===== src/logic/rscp_defines.svh =====
/*
 * Constants of the receiver serial control port: instruction codes,
 * internal register offsets, reset values and scan counts.
 * Assumes byte-wide register addresses on the serial port.
 */
`ifndef RSCP_DEFINES_SVH
`define RSCP_DEFINES_SVH

`define RSCP_INS_WR      8'h02
`define RSCP_INS_RD      8'h03
`define RSCP_INS_FIFO    8'h04
`define RSCP_INS_WRB     8'h01
`define RSCP_INS_RDB     8'h05

`define RSCP_OFS_MODE    8'hF0
`define RSCP_OFS_ATRACE  8'hF1
`define RSCP_OFS_DTRACE  8'hF2
`define RSCP_OFS_CKSUM   8'hF3
`define RSCP_OFS_SN0     8'hF4
`define RSCP_OFS_SN1     8'hF5
`define RSCP_OFS_SN2     8'hF6
`define RSCP_OFS_SN3     8'hF7

`define RSCP_MODE_BIT    0
`define RSCP_RST_BYTE    8'h00
`define RSCP_FIFO_BITS   32
`define RSCP_NUM_CFG     4
`define RSCP_NUM_CHAN    3

`endif


===== src/logic/rscp_pkg.sv =====
/*
 * Types of the receiver serial control port.
 * Assumes rscp_defines.svh is included by the modules that need numbers.
 */
package rscp_pkg;

   typedef enum logic [2:0] {
      ST_CMD, ST_ADDR, ST_WDATA, ST_RDATA, ST_FIFO, ST_FSTAT, ST_SKIP
   } rscp_state_e;

   typedef enum logic [1:0] {
      SP_SCAN, SP_SLEEP, SP_RUN
   } rscp_poll_e;

   typedef struct packed {
      logic       we;
      logic [7:0] addr;
      logic [7:0] data;
   } rscp_wr_s;

endpackage


===== src/logic/rscp_top.sv =====
/*
 * Serial control port slave of the receiver, with write trace, write
 * checksum, serial number, mode select, scan sequencer and payload gate.
 * Assumes serial pins are asynchronous to mclk_i and slow enough
 * (several mclk cycles per serial clock phase) to be oversampled.
 * External registers answer reg_rdata_i combinationally from reg_addr_o.
 */
// What this block does
// - burst read returns successive registers MSB first
// - write frame: instruction, address, one stored byte
// - each write copies address and data to traces
// - traces always hold only latest write
// - burst write stores bytes at incrementing addresses
// - burst write traces track current address and data
// - checksum XORs address and data bytes
// - reading the checksum clears it
// - burst checksum covers start address and data
// - FIFO read: instruction only, then payload bits
// - status byte with valid bit count follows payload
// - write codes 02 single, 01 burst
// - read codes 03 single, 04 FIFO, 05 burst
// - read-only 32-bit serial number as four bytes
// - one bit selects slave or self polling
// - self polling cycles four configs, three channels
// - sleep between scans, wake during a scan enters post-wakeup run
// - matched frame loads payload, unmasked interrupt
// - only payload bits enter the FIFO
// - polling timer runs only in self polling
// - sample input on rising, change output falling
// - single read returns one addressed byte
// - mode bit 1 self polling, 0 slave
`timescale 1ns/10ps
`include "rscp_defines.svh"

module rscp_top import rscp_pkg::*; #(
   parameter logic [31:0] SERIAL_NUMBER = 32'h1234_5660, // arbitrary value
   parameter int          FIFO_BITS     = `RSCP_FIFO_BITS,
   parameter int          NUM_CFG       = `RSCP_NUM_CFG,
   parameter int          NUM_CHAN      = `RSCP_NUM_CHAN
) (
   input  wire logic       mclk_i,
   input  wire logic       rst_n_i,
   input  wire logic       chip_select_n_i,
   input  wire logic       serial_clk_i,
   input  wire logic       serial_in_i,
   output logic            serial_out_o,
   output logic            serial_out_oe_n_o,
   output rscp_wr_s        reg_wr_o,
   output logic [7:0]      reg_addr_o,
   output logic            reg_re_o,
   input  wire logic [7:0] reg_rdata_i,
   output logic            fifo_pop_o,
   input  wire logic       fifo_bit_i,
   input  wire logic [7:0] fifo_status_i,
   output logic            operating_mode_select_o,
   output logic            polling_timer_en_o,
   input  wire logic       scan_done_i,
   input  wire logic       poll_tick_i,
   input  wire logic       wake_i,
   output logic [1:0]      scan_cfg_o,
   output logic [1:0]      scan_chan_o,
   output logic            low_power_o,
   output logic            post_wakeup_run_o,
   output logic            wake_irq_o,
   input  wire logic       frame_sync_hit_i,
   input  wire logic       id_ok_i,
   input  wire logic       end_of_message_i,
   input  wire logic       rx_bit_i,
   input  wire logic       rx_bit_valid_i,
   input  wire logic       rx_payload_i,
   input  wire logic       payload_irq_mask_i,
   output logic            fifo_push_o,
   output logic            fifo_data_o,
   output logic            payload_irq_o
);

   logic [1:0]  rst_q;
   logic        rst_n;
   logic [2:0]  s_sck;
   logic [1:0]  s_cs, s_mosi;
   logic        rise, fall, cs_hi, byte_done;
   rscp_state_e st;
   logic        burst, is_wr, fetch, mode, frame_ok;
   logic [2:0]  bit_cnt;
   logic [7:0]  shift, next_shift, addr, tx, fcnt;
   logic [7:0]  addr_trace, data_trace, write_xor_checksum;
   rscp_poll_e  pst;
   // true when a byte address hits a register kept in this block
   function automatic logic is_local(input logic [7:0] a);
      is_local = (a >= `RSCP_OFS_MODE) && (a <= `RSCP_OFS_SN3);
   endfunction

   always_ff @(posedge mclk_i or negedge rst_n_i) begin
      if (!rst_n_i) begin
         rst_q <= 2'h0;
      end else begin
         rst_q <= {rst_q[0], 1'b1};
      end
   end
   assign rst_n = rst_q[1];
   always_ff @(posedge mclk_i or negedge rst_n) begin
      if (!rst_n) begin
         s_sck  <= 3'h0;
         s_cs   <= 2'h3;
         s_mosi <= 2'h0;
      end else begin
         s_sck  <= {s_sck[1:0], serial_clk_i};
         s_cs   <= {s_cs[0], chip_select_n_i};
         s_mosi <= {s_mosi[0], serial_in_i};
      end
   end

   assign rise       = s_sck[1] & ~s_sck[2] & ~s_cs[1];
   assign fall       = ~s_sck[1] & s_sck[2] & ~s_cs[1];
   assign cs_hi      = s_cs[1];
   assign next_shift = {shift[6:0], s_mosi[1]};
   assign byte_done  = rise && (bit_cnt == 3'h7);

   always_ff @(posedge mclk_i or negedge rst_n) begin
      if (!rst_n) begin
         bit_cnt <= 3'h0;
         shift   <= `RSCP_RST_BYTE;
      end else if (cs_hi) begin
         bit_cnt <= 3'h0;
      end else if (rise) begin
         bit_cnt <= bit_cnt + 3'h1;
         shift   <= next_shift;
      end
   end

   always_ff @(posedge mclk_i or negedge rst_n) begin
      if (!rst_n) begin
         st    <= ST_CMD;
         burst <= 1'b0;
         is_wr <= 1'b0;
         addr  <= `RSCP_RST_BYTE;
         fcnt  <= 8'h00;
      end else if (cs_hi) begin
         st    <= ST_CMD;
         fcnt  <= 8'h00;
      end else if (rise) begin
         case (st)
            ST_CMD: begin
               if (byte_done) begin
                  burst <= (next_shift == `RSCP_INS_WRB) || (next_shift == `RSCP_INS_RDB);
                  is_wr <= (next_shift == `RSCP_INS_WR) || (next_shift == `RSCP_INS_WRB);
                  fcnt  <= 8'h00;
                  case (next_shift)
                     `RSCP_INS_WR, `RSCP_INS_WRB,
                     `RSCP_INS_RD, `RSCP_INS_RDB: st <= ST_ADDR;
                     // no address byte for FIFO read
                     `RSCP_INS_FIFO: st <= ST_FIFO;
                     default: st <= ST_SKIP;
                  endcase
               end
            end
            ST_ADDR: begin
               if (byte_done) begin
                  addr <= next_shift;
                  st   <= is_wr ? ST_WDATA : ST_RDATA;
               end
            end
            ST_WDATA, ST_RDATA: begin
               if (byte_done) begin
                  if (burst) begin
                     addr <= addr + 8'h01;
                  end else begin
                     st <= ST_CMD;
                  end
               end
            end
            ST_FIFO: begin
               fcnt <= fcnt + 8'h01;
               if (fcnt == 8'(FIFO_BITS - 1)) begin
                  st <= ST_FSTAT;
               end
            end
            ST_FSTAT: begin
               if (byte_done) begin
                  st <= ST_CMD;
               end
            end
            default: st <= ST_SKIP;
         endcase
      end
   end

   // a byte to send is fetched one cycle after the byte that asks for it
   always_ff @(posedge mclk_i or negedge rst_n) begin
      if (!rst_n) begin
         fetch <= 1'b0;
      end else begin
         fetch <= !cs_hi && (((st == ST_ADDR) && !is_wr && byte_done)
                  || ((st == ST_RDATA) && burst && byte_done)
                  || ((st == ST_FIFO) && rise && (fcnt == 8'(FIFO_BITS - 1))));
      end
   end

   assign reg_addr_o = addr;
   assign reg_re_o   = fetch && (st == ST_RDATA) && !is_local(addr);
   assign fifo_pop_o = fall && (st == ST_FIFO);

   // output changes on falling edges only
   always_ff @(posedge mclk_i or negedge rst_n) begin
      if (!rst_n) begin
         tx           <= `RSCP_RST_BYTE;
         serial_out_o <= 1'b0;
      end else if (fetch && (st == ST_FSTAT)) begin
         tx <= fifo_status_i;
      end else if (fetch) begin
         case (addr)
            `RSCP_OFS_MODE:   tx <= {7'h00, mode};
            `RSCP_OFS_ATRACE: tx <= addr_trace;
            `RSCP_OFS_DTRACE: tx <= data_trace;
            `RSCP_OFS_CKSUM:  tx <= write_xor_checksum;
            `RSCP_OFS_SN0:    tx <= SERIAL_NUMBER[7:0];
            `RSCP_OFS_SN1:    tx <= SERIAL_NUMBER[15:8];
            `RSCP_OFS_SN2:    tx <= SERIAL_NUMBER[23:16];
            `RSCP_OFS_SN3:    tx <= SERIAL_NUMBER[31:24];
            default:          tx <= reg_rdata_i;
         endcase
      end else if (fall && (st == ST_FIFO)) begin
         serial_out_o <= fifo_bit_i;
      end else if (fall && ((st == ST_RDATA) || (st == ST_FSTAT))) begin
         serial_out_o <= tx[7];
         tx           <= {tx[6:0], 1'b0};
      end
   end

   assign serial_out_oe_n_o = cs_hi;
   always_ff @(posedge mclk_i or negedge rst_n) begin
      if (!rst_n) begin
         reg_wr_o   <= '0;
         addr_trace <= `RSCP_RST_BYTE;
         data_trace <= `RSCP_RST_BYTE;
      end else begin
         reg_wr_o.we <= 1'b0;
         if (!cs_hi && (st == ST_WDATA) && byte_done) begin
            reg_wr_o.we   <= !is_local(addr);
            reg_wr_o.addr <= addr;
            reg_wr_o.data <= next_shift;
            addr_trace    <= addr;
            data_trace    <= next_shift;
         end
      end
   end

   // checksum, an update wins over the read clear
   always_ff @(posedge mclk_i or negedge rst_n) begin
      if (!rst_n) begin
         write_xor_checksum <= `RSCP_RST_BYTE;
      end else if (!cs_hi && byte_done && is_wr && ((st == ST_ADDR) || (st == ST_WDATA))) begin
         write_xor_checksum <= write_xor_checksum ^ next_shift;
      end else if (fetch && (st == ST_RDATA) && (addr == `RSCP_OFS_CKSUM)) begin
         write_xor_checksum <= `RSCP_RST_BYTE;
      end
   end

   always_ff @(posedge mclk_i or negedge rst_n) begin
      if (!rst_n) begin
         mode <= 1'b0;
      end else if (!cs_hi && (st == ST_WDATA) && byte_done && (addr == `RSCP_OFS_MODE)) begin
         mode <= next_shift[`RSCP_MODE_BIT];
      end
   end

   assign operating_mode_select_o = mode;
   assign polling_timer_en_o      = mode && (pst != SP_RUN);
   always_ff @(posedge mclk_i or negedge rst_n) begin
      if (!rst_n) begin
         pst         <= SP_SCAN;
         scan_cfg_o  <= 2'h0;
         scan_chan_o <= 2'h0;
         wake_irq_o  <= 1'b0;
      end else begin
         wake_irq_o <= 1'b0;
         if (!mode) begin
            pst         <= SP_SCAN;
            scan_cfg_o  <= 2'h0;
            scan_chan_o <= 2'h0;
         end else begin
            case (pst)
               SP_SCAN: begin
                  if (wake_i) begin
                     pst        <= SP_RUN;
                     wake_irq_o <= 1'b1;
                  end else if (scan_done_i) begin
                     pst <= SP_SLEEP;
                     if (scan_chan_o == 2'(NUM_CHAN - 1)) begin
                        scan_chan_o <= 2'h0;
                        scan_cfg_o <= (scan_cfg_o == 2'(NUM_CFG - 1)) ? 2'h0 : scan_cfg_o + 2'h1;
                     end else begin
                        scan_chan_o <= scan_chan_o + 2'h1;
                     end
                  end
               end
               SP_SLEEP: begin
                  if (poll_tick_i) begin
                     pst <= SP_SCAN;
                  end
               end
               SP_RUN: pst <= SP_RUN;
               default: pst <= SP_SCAN;
            endcase
         end
      end
   end

   assign low_power_o       = mode && (pst == SP_SLEEP);
   assign post_wakeup_run_o = mode && (pst == SP_RUN);
   always_ff @(posedge mclk_i or negedge rst_n) begin
      if (!rst_n) begin
         frame_ok      <= 1'b0;
         payload_irq_o <= 1'b0;
         fifo_push_o   <= 1'b0;
         fifo_data_o   <= 1'b0;
      end else begin
         payload_irq_o <= frame_sync_hit_i && id_ok_i && !frame_ok && !payload_irq_mask_i;
         if (frame_sync_hit_i && id_ok_i) begin
            frame_ok <= 1'b1;
         end else if (end_of_message_i) begin
            frame_ok <= 1'b0;
         end
         fifo_push_o <= frame_ok && rx_bit_valid_i && rx_payload_i;
         fifo_data_o <= rx_bit_i;
      end
   end
endmodule


===== config.mk =====
export PLATFORM = sky130hd
export DESIGN_NAME = rscp_top
export DESIGN_NICKNAME = d
export VERILOG_FILES = /design/src/logic/rscp_pkg.sv /design/src/logic/rscp_top.sv
export VERILOG_INCLUDE_DIRS = /design/src /design/src/logic
export SDC_FILE = /design/constraint.sdc
export NUM_CORES = 1
export LEC_CHECK = 0
export BUFFER_PORTS_ARGS = -buffer_cell sky130_fd_sc_hd__buf_2
export CAP_MARGIN = 20
export CORE_AREA = 2 2 90 92
export DETAILED_ROUTE_END_ITERATION = 7
export DIE_AREA = 0 0 92 94
export PLACE_DENSITY = 0.78
export SLEW_MARGIN = 40
export SYNTH_ARGS = -nofsm -noshare
export SYNTH_HDL_FRONTEND = slang
export SYNTH_SLANG_ARGS = --single-unit
export TNS_END_PERCENT = 5

===== constraint.sdc =====
create_clock -name mclk_i -period 4.2 [get_ports mclk_i]
set_input_delay 0 -clock mclk_i [delete_from_list [all_inputs] [get_ports mclk_i]]
set_output_delay 0 -clock mclk_i [all_outputs]
set_load 0.005 [all_outputs]

; Word-level counts from Yosys, hierarchy flattened
; Index checks and enable logic that the tools add are counted.
; Widths: inputs -> output; s select.
[word_totals]
wordCells = 198
regBits = 87
mem_bits_ro = 0
ramBits = 0
n_memories = 0
inputBits = 32
out_inout_bits = 41
latchBits = 0
[op_classes]
muxes = 52
n_shift = 0
n_lt_le_gt_ge = 2
n_addsub = 5
n_mul = 0
reduce_logical = 61
n_eq_ne = 41
n_div = 0
n_bitwise = 10
[op_table]
columns = operator, n
row1 = $mux 8, 12
row2 = $eq 8x8->1 const B, 8
row3 = $pmux 8 s8, 1
row4 = $pmux 8 s2, 2
row5 = $mux 2, 15
row6 = $mux 3, 10
row7 = $logic_and 1x1->1, 29
row8 = $ne 3x3->1 const B, 7
row9 = $mux 17, 1
row10 = $add 8x1->8 const B, 2
row11 = $eq 8x2->1 const B, 2
row12 = $eq 8x3->1 const B, 2
row13 = $pmux 3 s5, 1
row14 = $ne 2x2->1 const B, 6
row15 = $reduce_bool 2->1, 5
row16 = $eq 3x3->1 const B, 3
row17 = $reduce_and 3->1, 3
row18 = $eq 8x1->1 const B, 1
row19 = $eq 8x5->1 const B, 1
row20 = $ge 8x8->1 const B, 1
row21 = $le 8x8->1 const B, 1
row22 = $mux 1, 8
row23 = $reduce_and 4->1, 2
row24 = $xor 8x8->8, 1
row25 = 23 further kinds, 47

; Longest topological paths before layout
; Gate-level depths: netlist of run 1.
[logic_depth]
ltp_word = 8
ltp_mapped = 8
mapped_depth_nobuf = 7

; Worst setup path after synthesis of run 1
; Ideal clock, no wire load.
[synth_timing]
path_type = flip-flop to flip-flop
from = reg bit_cnt[0]
to = reg mode (netlist: operating_mode_select_o)
setup_slack_ns = 2.242
path_stages_with_launch = 8
required_time_ns = 4.072
arrival_ns = 1.831
period_less_slack_ns = 1.958
path_buffers = 1
setup_ns = 0.128
path_cell_list = dfrtp_1 > ha_1 > ha_1 > nand4bb_1 > or3_1 > buf_2 > nor2_1 > mux2_1
[synth_between]
elab_chain_len = 4
[synth_rtl]
columns = element, line_no
row1 = "start, declared", rscp_top.sv:84  ; logic [2:0] bit_cnt;
row2 = "start signal, assigned", rscp_top.sv:126  ; bit_cnt <= bit_cnt + 3'h1;
row3 = $eq 3x3->1, rscp_top.sv:117  ; assign byte_done = rise && (bit_cnt == 3'h7);
row4 = $logic_and 1x1->1, rscp_top.sv:117
row5 = $logic_and 1x1->1 (2 in series), rscp_top.sv:262  ; end else if (!cs_hi && (st == ST_WDATA) && byte_done && (addr == `RSCP_OFS_MODE)) begin
row6 = "end signal, assigned", rscp_top.sv:263  ; mode <= next_shift[`RSCP_MODE_BIT];
row7 = "end, declared", rscp_top.sv:83  ; logic burst, is_wr, fetch, mode, frame_ok;
; Every way passes these cells.
; A chain may end at the register's enable or synchronous reset.

; Final worst setup path of run 1
[layout_timing]
from = reg addr[1] (netlist: reg_addr_o[1])
to = reg tx[3]
[layout_between]
elab_chain_len = 4
elab_cells_between_ends = 11
classes_between = 8 x eq/ne / 3 x mux
[layout_rtl]
columns = element, line_no
row1 = "start, declared", rscp_top.sv:85  ; logic [7:0] shift, next_shift, addr, tx, fcnt;
row2 = "start signal, assigned", rscp_top.sv:136  ; addr <= `RSCP_RST_BYTE;
row3 = "start signal, assigned", rscp_top.sv:159  ; addr <= next_shift;
row4 = "start signal, assigned", rscp_top.sv:166  ; addr <= addr + 8'h01;
row5 = $eq 8x8->1, rscp_top.sv:211  ; case (addr)
row6 = $pmux 8 s8 (*), rscp_top.sv:211
row7 = $mux 8 (*), rscp_top.sv:210  ; end else if (fetch) begin
row8 = $mux 8 (*), rscp_top.sv:208  ; end else if (fetch && (st == ST_FSTAT)) begin
row9 = "end signal, assigned", rscp_top.sv:209  ; tx <= fifo_status_i;
row10 = "end signal, assigned", rscp_top.sv:212  ; `RSCP_OFS_MODE: tx <= {7'h00, mode};
row11 = "end signal, assigned", rscp_top.sv:213  ; `RSCP_OFS_ATRACE: tx <= addr_trace;
row12 = "end, declared", rscp_top.sv:85
; Mark *: on every way between the ends. The rest lies on a longest branch, timed or not.

==> impl_metrics.ini, run 1 <==
[power]
seq_power_share_pct = 54.3
comb_power_share_pct = 8.2
p_int_mw = 1.31
vdd_drop_max_v = 0.000206
pwr-share-clk_pct = 37.6
total_power_mw = 1.77
power.switching_uw = 454
p_leak_nw = 2.49
powerDensity_nw_per_um2 = 332
p_sw_share_pct = 25.7

[yosys]
avgSynthCellArea_sq_um = 10.4
syn_nets = 458
async_flop_share_pct = 100
synth_cell_types = 66
synth-edff-count = 0
synth-warning-count = 0
ys_ff_latch = 87
dominantRegCellSynth = dfrtp_1
ys_seq_area_share_pct = 49.8
syn_area_sq_um = 4370
syn_inst = 419

[final_layout]
utilization_pct = 70.0
drive_gt1_share_pct = 25.0
nNetsFinal = 551
antennaDiodeCount = 0
final_cell_mix = dfrtp_1, buf_2, nand2_1, nor2_1, dlygate4sd3_1
area.growth.synth_to_final_pct = 21.7
mostFrequentLayoutCell = dfrtp_1
post-route-cell-area_sq_um = 5320

[timing]
fin_setup_tns_ps = 0
rsz0062_at_grt = no
final.setup_skew_ps = 20.3
period_share_pct = 70.0
slew_headroom_pct = 44.7
min_period_ps = 2940
fmax_mhz = 340
setup_viol = 0
hold_viol_final = 0
worstMarginPinSlew_ps = 818
maxSlewViolCount = 0

[drt]
wl_met3_um = 683
first_pass_iters = 5
vias = 3734
top_layer_used = met4
drt_iter0_drc = 291
drc = 0
avgViaCountPerCell = 6.03
ant_nets = 0
wl_per_cell_um = 18.1
wl_met2_mm = 5.54
wl_mm = 11.2
wl_met1_mm = 4.64

[global_route]
grt_antenna_before_repair = 0
grt_use_total_pct = 27.6
grt_pass1_vias = 3626
grt_pass1_wl_mm = 18.5
grt_max_degree = 35
overflow = 0

[floorplanning]
core_area_sq_um = 7610
die_area_sq_um = 8650
die_width_um = 92
initial_core_util_pct = 57.5
ioPinCount = 73
die_h_um = 94
rows = 32

[hold_path]
hp-start = fifo_bit_i
hold_depth = 3
hold_end = serial_out_o
hold_class = in2reg

[place]
hpwlAfterDp_mm = 7.20
gp_congestion = 0.894
portBuffers = 72
dpl_cell_area_sq_um = 4820

[setup_path]
r2r_slack_ps = 1260
cp-end-kind = register
cp.arrival_ps = 3200
r2r-end = tx[3]
required_ps = 4460
r2r_start = reg_addr_o[1]
setup.worst_path.start_class = register
worstPathMaxFanout = 13
ff2ff_path_depth = 8
path_class = reg2reg
crit_start = reg_addr_o[1]

[cts]
clkLatencyLatePin_ps = 370
numCtsBuffers = 9
cts_root_buf = clkbuf_8
postCtsSetupRepairBufs = 0
cts_tree = done
cts_sinks = 87
cts_buffer_depth = 2
htreeDepth = 3
clk_pin_slew_worst_paths_ps = 100

[flow_run]
cap_violations = 0

[outcome]
status = finished clean
==> how the worst max path moves through the flow <==
stage          cells past startpoint  slack [ps]                       to
2_1_floorplan                      0        1600            addr_trace[0]
3_3_place_gp                       7        1750                    tx[3]
3_5_place_dp                       6        1800  operating_mode_select_o
4_1_cts                            8        1430                    tx[3]
5_1_grt                            8        1130                    tx[3]
6_report                           8        1260                    tx[3]
==> stage by stage <==
stage | instances | worst slack [ps] | hold WS [ps]
global route | 619 | 1130 | 30.2
finish | 619 | 1260 | 25.7
CTS | 619 | 1430 | 16.1
floorplan | 419 | 1600 | -296
global placement | 573 | 1750 | -215
detailed placement | 575 | 1800 | -211
==> flip-flops by register name (all words and copies together), names as in the netlist, 3 cells and up <==
register            count
addr_trace              8
shift                   7
write_xor_checksum      8
data_trace              8
reg_addr_o              8
tx                      8
bit_cnt                 3
fcnt                    8
st                      3
s_sck                   3
==> cells in the mapped netlist, types with 3 or more instances <==
library cell,count,area share (%)
dfrtp_1,85,49
o21ai_1,9,1.0
nand2b_1,10,1.4
a31oi_1,3,0.43
mux2i_1,13,3.0
or3_1,3,0.43
nor3_1,9,1.0
o31ai_1,3,0.51
and3_1,3,0.43
inv_1,8,0.69
a21boi_0,3,0.51
clkbuf_1,12,1.0
buf_2,8,0.92
nand3_1,9,1.0
a222oi_1,5,1.1
nand3b_1,11,1.9
nor2b_1,9,1.3
nand2_1,42,3.6
a22oi_1,4,0.69
mux2_2,23,5.9
ha_1,7,2.0
o21ai_0,24,2.7
o221ai_1,6,1.2
nor3b_1,6,1.0
nor2_1,30,2.6
a21oi_1,19,2.2
o22ai_1,4,0.57
a211oi_1,3,0.51
xnor2_1,4,0.80
==> critical path, cell delays in order, from the launching register on <==
cell           delay, ps
dfrtp_1              450
inv_1                120
ha_1                 440
nor4_1               120
nor3_2               520
inv_1                190
a21oi_1              220
o221ai_1             150
dlygate4sd3_1        610
==> layer usage <==
metal	vias to the layer above	GRT usage [%]
met5	-	0
met4	0	11.9
met3	29	5.06
met2	154	46.2
met1	1838	35.5
li1	1713	-
==> final cells by class <==
cell class / instances / area, sq um
clock inverter: 3 / 67.6
timing repair buffer: 104 / 696
clock buffer: 13 / 149
multi-input combinational: 301 / 2070
sequential: 87 / 2180
inverter: 9 / 33.8
tap: 102 / 128
fill: 570 / 2280
==> power by group through the flow <==
stage          Sequential, mW  Combinational (mW)  Clock [mW]
4_1_cts                 0.955               0.143       0.654
2_1_floorplan           0.933              0.0973           0
5_1_grt                 0.967               0.161       0.704
3_3_place_gp            0.980               0.105           0
3_5_place_dp            0.971               0.126           0
6_report                0.958               0.144       0.663
==> logic make-up (layout without fill, tap and decap cells) <==
kind of cell / count (synthesis) / after routing / synth area share, %
buffers and inverters: 31 / 129 / 3.06
AND/OR/NAND/NOR: 154 / 154 / 19.6
flip-flops: 87 / 87 / 49.8
multiplexers: 38 / 38 / 9.50
XOR/XNOR: 5 / 5 / 1.00
AO/OA/AOI/OAI: 96 / 96 / 14.9
adder cells (fa/ha/maj): 7 / 7 / 2.00
other: 1 / 1 / 0.0858
==> what timing repair did <==
| item | CTS | global route |
|---|---|---|
| hold endpoints to repair | 19 | 0 |
| setup endpoints to repair | 0 | 0 |
| resized for setup | 0 | 0 |
| hold buffers | 28 | 0 |
Power figures use the tool's default switching activity.
==> run 2, diff against run 1 <==
CORE_AREA = 2 2 96 98   (was 2 2 90 92)
DIE_AREA = 0 0 98 100   (was 0 0 92 94)
PLACE_DENSITY = 0.72   (was 0.78)
clock period = 2.6 ns   (was 4.2 ns; I/O delays follow)
==> run 2 against run 1 <==
Total power rose by 50%. Design area barely moved. First-iteration DRC count is 25% lower. Setup slack worse by 1100 ps. Sequential share of layout area barely moved. Worst hold slack better by 2.4 ps. Clock skew is 5.2 ps lower. Utilization shrank 10 points. Critical path type unchanged. Critical endpoint is now tx[5]. Largest power group unchanged. Highest routed layer unchanged.
==> impl_metrics.ini, run 2 (synthesized netlist as in run 1, its figures left out) <==
[final_layout]
final_cell_mix = dfrtp_1, buf_2, nand2_1, nor2_1, dlygate4sd3_1
final_cells = 631
mostFrequentLayoutCell = dfrtp_1
post-route-cell-area_sq_um = 5330
drive_gt1_share_pct = 26.3
area.growth.synth_to_final_pct = 21.8
nNetsFinal = 554
antennaDiodeCount = 0
utilization_pct = 59.9

[timing]
fin_setup_tns_ps = 0
min_period_ps = 2430
fmax_mhz = 411
hold_viol_final = 0
worstMarginPinSlew_ps = 756
maxSlewViolCount = 0
slew_headroom_pct = 49.4
period_share_pct = 93.6
setup_viol = 0
holdWs_ps = 28.2
final.setup_skew_ps = 15.0
setup_slack_ps = 166

[global_route]
top_usage_layer = met2
grt_use_total_pct = 22.0
use_met1_pct = 31.0
grtUsageMet2_pct = 34.0
use_met3_pct = 4.18
overflow = 0
grt_antenna_before_repair = 0
grt_pass1_vias = 3509
grt_pass1_wl_mm = 17.3
grt_max_degree = 48

[setup_path]
cpPeakStageDelay_ps = 570
crit_slowest_cell = dlygate4sd3_1
setup.worst_path.start_class = register
required_ps = 2850
worstPathMaxFanout = 13
cp_cell_sequence = inv_1 > ha_2 > a222oi_1 > mux2i_1 > mux2i_1 > o221ai_1 > dlygate4sd3_1
cp_common_cell = mux2i_1
cp.arrival_ps = 2680
cp-end-kind = register
path_class = reg2reg

[floorplanning]
core_area_sq_um = 8890
die_h_um = 100
initial_core_util_pct = 49.2
ioPinCount = 73
die_area_sq_um = 9800
rows = 35
die_width_um = 98

[drt]
vias = 3590
ant_nets = 0
avgViaCountPerCell = 5.69
drc = 0
drt_iter0_drc = 218
wl_per_cell_um = 16.2
wl_mm = 10.2
first_pass_iters = 5

[place]
gp_congestion = 0.842
place_ws_ps = 357
dpl_cell_area_sq_um = 4840
portBuffers = 72
hpwlAfterDp_mm = 6.93
dp_cells = 587

[outcome]
status = finished clean

[power]
p_int_mw = 1.91
power.switching_uw = 737
seq_power_share_pct = 58.3
vdd_drop_max_v = 0.000362
comb_power_share_pct = 8.5
powerDensity_nw_per_um2 = 497
p_leak_nw = 2.47
pwr-share-clk_pct = 33.2
total_power_mw = 2.65
p_sw_share_pct = 27.8

[cts]
htreeDepth = 3
clkLatencyLatePin_ps = 370
cts_buffer_depth = 2
cts_sinks = 87
clk_pin_slew_worst_paths_ps = 100
cts_tree = done
numCtsBuffers = 9
postCtsSetupRepairBufs = 0
cts_root_buf = clkbuf_8

[flow_run]
cap_violations = 0

[hold_path]
hold_class = in2reg
[run 2: critical path, delay by kind of cell, from the launching register on]
family | cells | cell delay, ps
AO/OA/AOI/OAI | 2 | 570
adder cells (fa/ha/maj) | 1 | 270
flip-flops | 1 | 460
multiplexers | 2 | 360
buffers and inverters | 2 | 670
[run 2: cell type report]
type	instances	area (sq um)
fill	767	3560
sequential	87	2180
multi-input combinational	301	2080
timing repair buffer	107	706
tap	111	139
clock buffer	10	128
clock inverter	6	51.3
inverter	9	33.8
[run 2: power by group through the flow]
stage | logic, mW | registers, mW | clock network [mW]
after floorplan | 0.157 | 1.51 | 0
after global placement | 0.191 | 1.56 | 0
after detailed placement | 0.197 | 1.57 | 0
after CTS | 0.227 | 1.54 | 0.904
after global routing | 0.252 | 1.56 | 0.962
final | 0.225 | 1.54 | 0.879
[run 2: worst paths after layout]
check | end | depth (start not counted) | from | slack, ps
max in group asynchronous | s_cs[0] | 1 | rst_q[1] | 1590
max | tx[5] | 7 | reg_addr_o[1] | 170
min | serial_out_o | 3 | fifo_bit_i | 30
min in group asynchronous | data_trace[6] | 0 | rst_q[1] | 310
min reg2reg | data_trace[6] | 0 | rst_q[1] | 310
max reg2reg | tx[5] | 7 | reg_addr_o[1] | 170
[run 2: routing by layer]
| layer | vias up | part of all wire [%] |
|---|---|---|
| li1 | 1712 | - |
| met4 | 0 | 1.2 |
| met3 | 11 | 5.5 |
| met1 | 1746 | 45 |
| met2 | 121 | 48 |
| met5 | - | 0 |
[run 2: repair_timing]
action | CTS | global route
hold buffers | 28 | 0
endpoints found under the setup margin | 0 | 3
hold endpoints to repair | 19 | 0
gates resized for setup | 0 | 5
==> run 3, diff against run 2 <==
CORE_AREA = 2 2 92 94   (was 2 2 96 98)
DIE_AREA = 0 0 94 96   (was 0 0 98 100)
PLACE_DENSITY = 0.75   (was 0.72)
clock period = 2.75 ns   (was 2.6 ns; I/O delays follow)
==> run 3 against run 2 <==
Sequential share of layout area grew 0.17 points. Critical endpoint is now tx[3]. Setup slack better by 34 ps. Via count is 1.6% higher.
==> impl_metrics.ini, run 3 (synthesized netlist as in run 1, its figures left out) <==
[outcome]
status = finished clean

[place]
dp_cells = 582
place_ws_ps = 570
portBuffers = 72
hpwlAfterDp_mm = 6.92
dpl_cell_area_sq_um = 4830
gp_congestion = 0.896

[final_layout]
final_cells = 624
post-route-cell-area_sq_um = 5300
fillerInstances = 654
utilization_pct = 65.9
antennaDiodeCount = 0
area.growth.synth_to_final_pct = 21.3
drive_gt1_share_pct = 26.4
mostFrequentLayoutCell = dfrtp_1
nNetsFinal = 553
final_cell_mix = dfrtp_1, buf_2, nand2_1, nor2_1, dlygate4sd3_1

[hold_path]
hold_end = tx[1]
hold_class = in2reg
hp-start = reg_rdata_i[1]
hold_depth = 3

[floorplanning]
die_width_um = 94
initial_core_util_pct = 54.3
core_area_sq_um = 8050
rows = 33
die_h_um = 96
die_area_sq_um = 9020
ioPinCount = 73

[drt]
vias = 3648
drc = 0
drt_iter0_drc = 287
ant_nets = 0
wl_per_cell_um = 16.3
first_pass_iters = 6
avgViaCountPerCell = 5.85
wl_mm = 10.2

[setup_path]
cpPeakStageDelay_ps = 580
setup.worst_path.start_class = register
r2r_start = reg_addr_o[0]
ff2ff_path_depth = 9
r2r-end = tx[3]
cp-end-kind = register
cp_cell_sequence = inv_1 > ha_2 > nor4_1 > nor3_1 > buf_4 > nor3b_1 > a21oi_1 > o221ai_1 > dlygate4sd3_1
r2r_slack_ps = 200
worstPathMaxFanout = 12
crit_slowest_cell = dlygate4sd3_1
cp.arrival_ps = 2840
path_class = reg2reg
required_ps = 3040

[cts]
htreeDepth = 3
clkLatencyLatePin_ps = 360
numCtsBuffers = 9
cts_sinks = 87
cts_tree = done
cts_root_buf = clkbuf_8
cts_buffer_depth = 2
clk_pin_slew_worst_paths_ps = 90

[timing]
holdWs_ps = 11.5
setup_slack_ps = 200
fmax_mhz = 392
worstMarginPinSlew_ps = 778
setup_viol = 0
min_period_ps = 2550
hold_viol_final = 0
final.setup_skew_ps = 13.0
rsz0062_at_grt = no
maxSlewViolCount = 0
slew_headroom_pct = 47.9
fin_setup_tns_ps = 0
period_share_pct = 92.7

[power]
vdd_drop_max_v = 0.000328
powerDensity_nw_per_um2 = 484
p_leak_nw = 2.48
total_power_mw = 2.57

[global_route]
grt_max_degree = 48
grt_use_total_pct = 23.7
grt_antenna_before_repair = 0
grt_pass1_wl_mm = 16.7
overflow = 0
grt_pass1_vias = 3363

[flow_run]
cap_violations = 0
## run 3: cell count changes in the layout (fill, tap and decap cells not counted)
cell | previous run | this run
bufinv_16 | 0 | 1
clkinvlp_4 | 3 | 2
inv_8 | 1 | 0
inv_6 | 2 | 1
dlygate4sd3_1 | 28 | 26
clkbuf_8 | 9 | 10
ha_2 | 2 | 3
buf_4 | 6 | 8
buf_12 | 1 | 0
ha_4 | 1 | 0
clkbuf_1 | 1 | 2
## run 3: critical path: cells and delay by family, from the launching register on
kind | cells | cell delay [ps]
flops | 1 | 460
fa+ha+maj | 1 | 360
buf+inv | 3 | 940
compound gates | 2 | 250
simple gates | 3 | 470
## run 3: where the power goes
group          leakage (nW)  switching, mW  internal (mW)
clock network        0.0932          0.452          0.449
logic                  1.24         0.0783          0.127
registers              1.15          0.127           1.33
## run 3: area by class of cell
class                      count  area, sq um  share of cell area (%)
sequential                    87         2180                    41.2
multi-input combinational    301         2070                    39.1
timing repair buffer         106          681                    12.8
clock buffer                  12          145                    2.74
tap                          105          131                    2.48
clock inverter                 4         53.8                    1.01
inverter                       9         33.8                   0.637
## run 3: metal layers
layer	vias to the layer above	track usage, %	share of wire [%]
met5	-	0	0
met1	1803	33.1	45
met3	13	4.39	5.5
li1	1716	-	-
met4	0	7.37	1.3
met2	116	37.7	48
## run 3: worst max-delay path by stage
stage / slack, ps / cells after the start / start / to
final: 200 / 9 / reg_addr_o[0] / tx[3]
after global routing: 10 / 9 / reg_addr_o[1] / tx[3]
after CTS: 110 / 9 / reg_addr_o[0] / tx[3]
after detailed placement: 570 / 6 / bit_cnt[0] / addr_trace[3]
after global placement: 580 / 6 / bit_cnt[0] / addr_trace[3]
after floorplan: 150 / 0 / rst_q[1] / addr_trace[0]
## run 3: timing repair
item | CTS | global route
hold buffers | 26 | 0
setup buffers | 0 | 0
resized for setup | 0 | 4
setup endpoints to repair | 0 | 2
hold endpoints to repair | 19 | 0
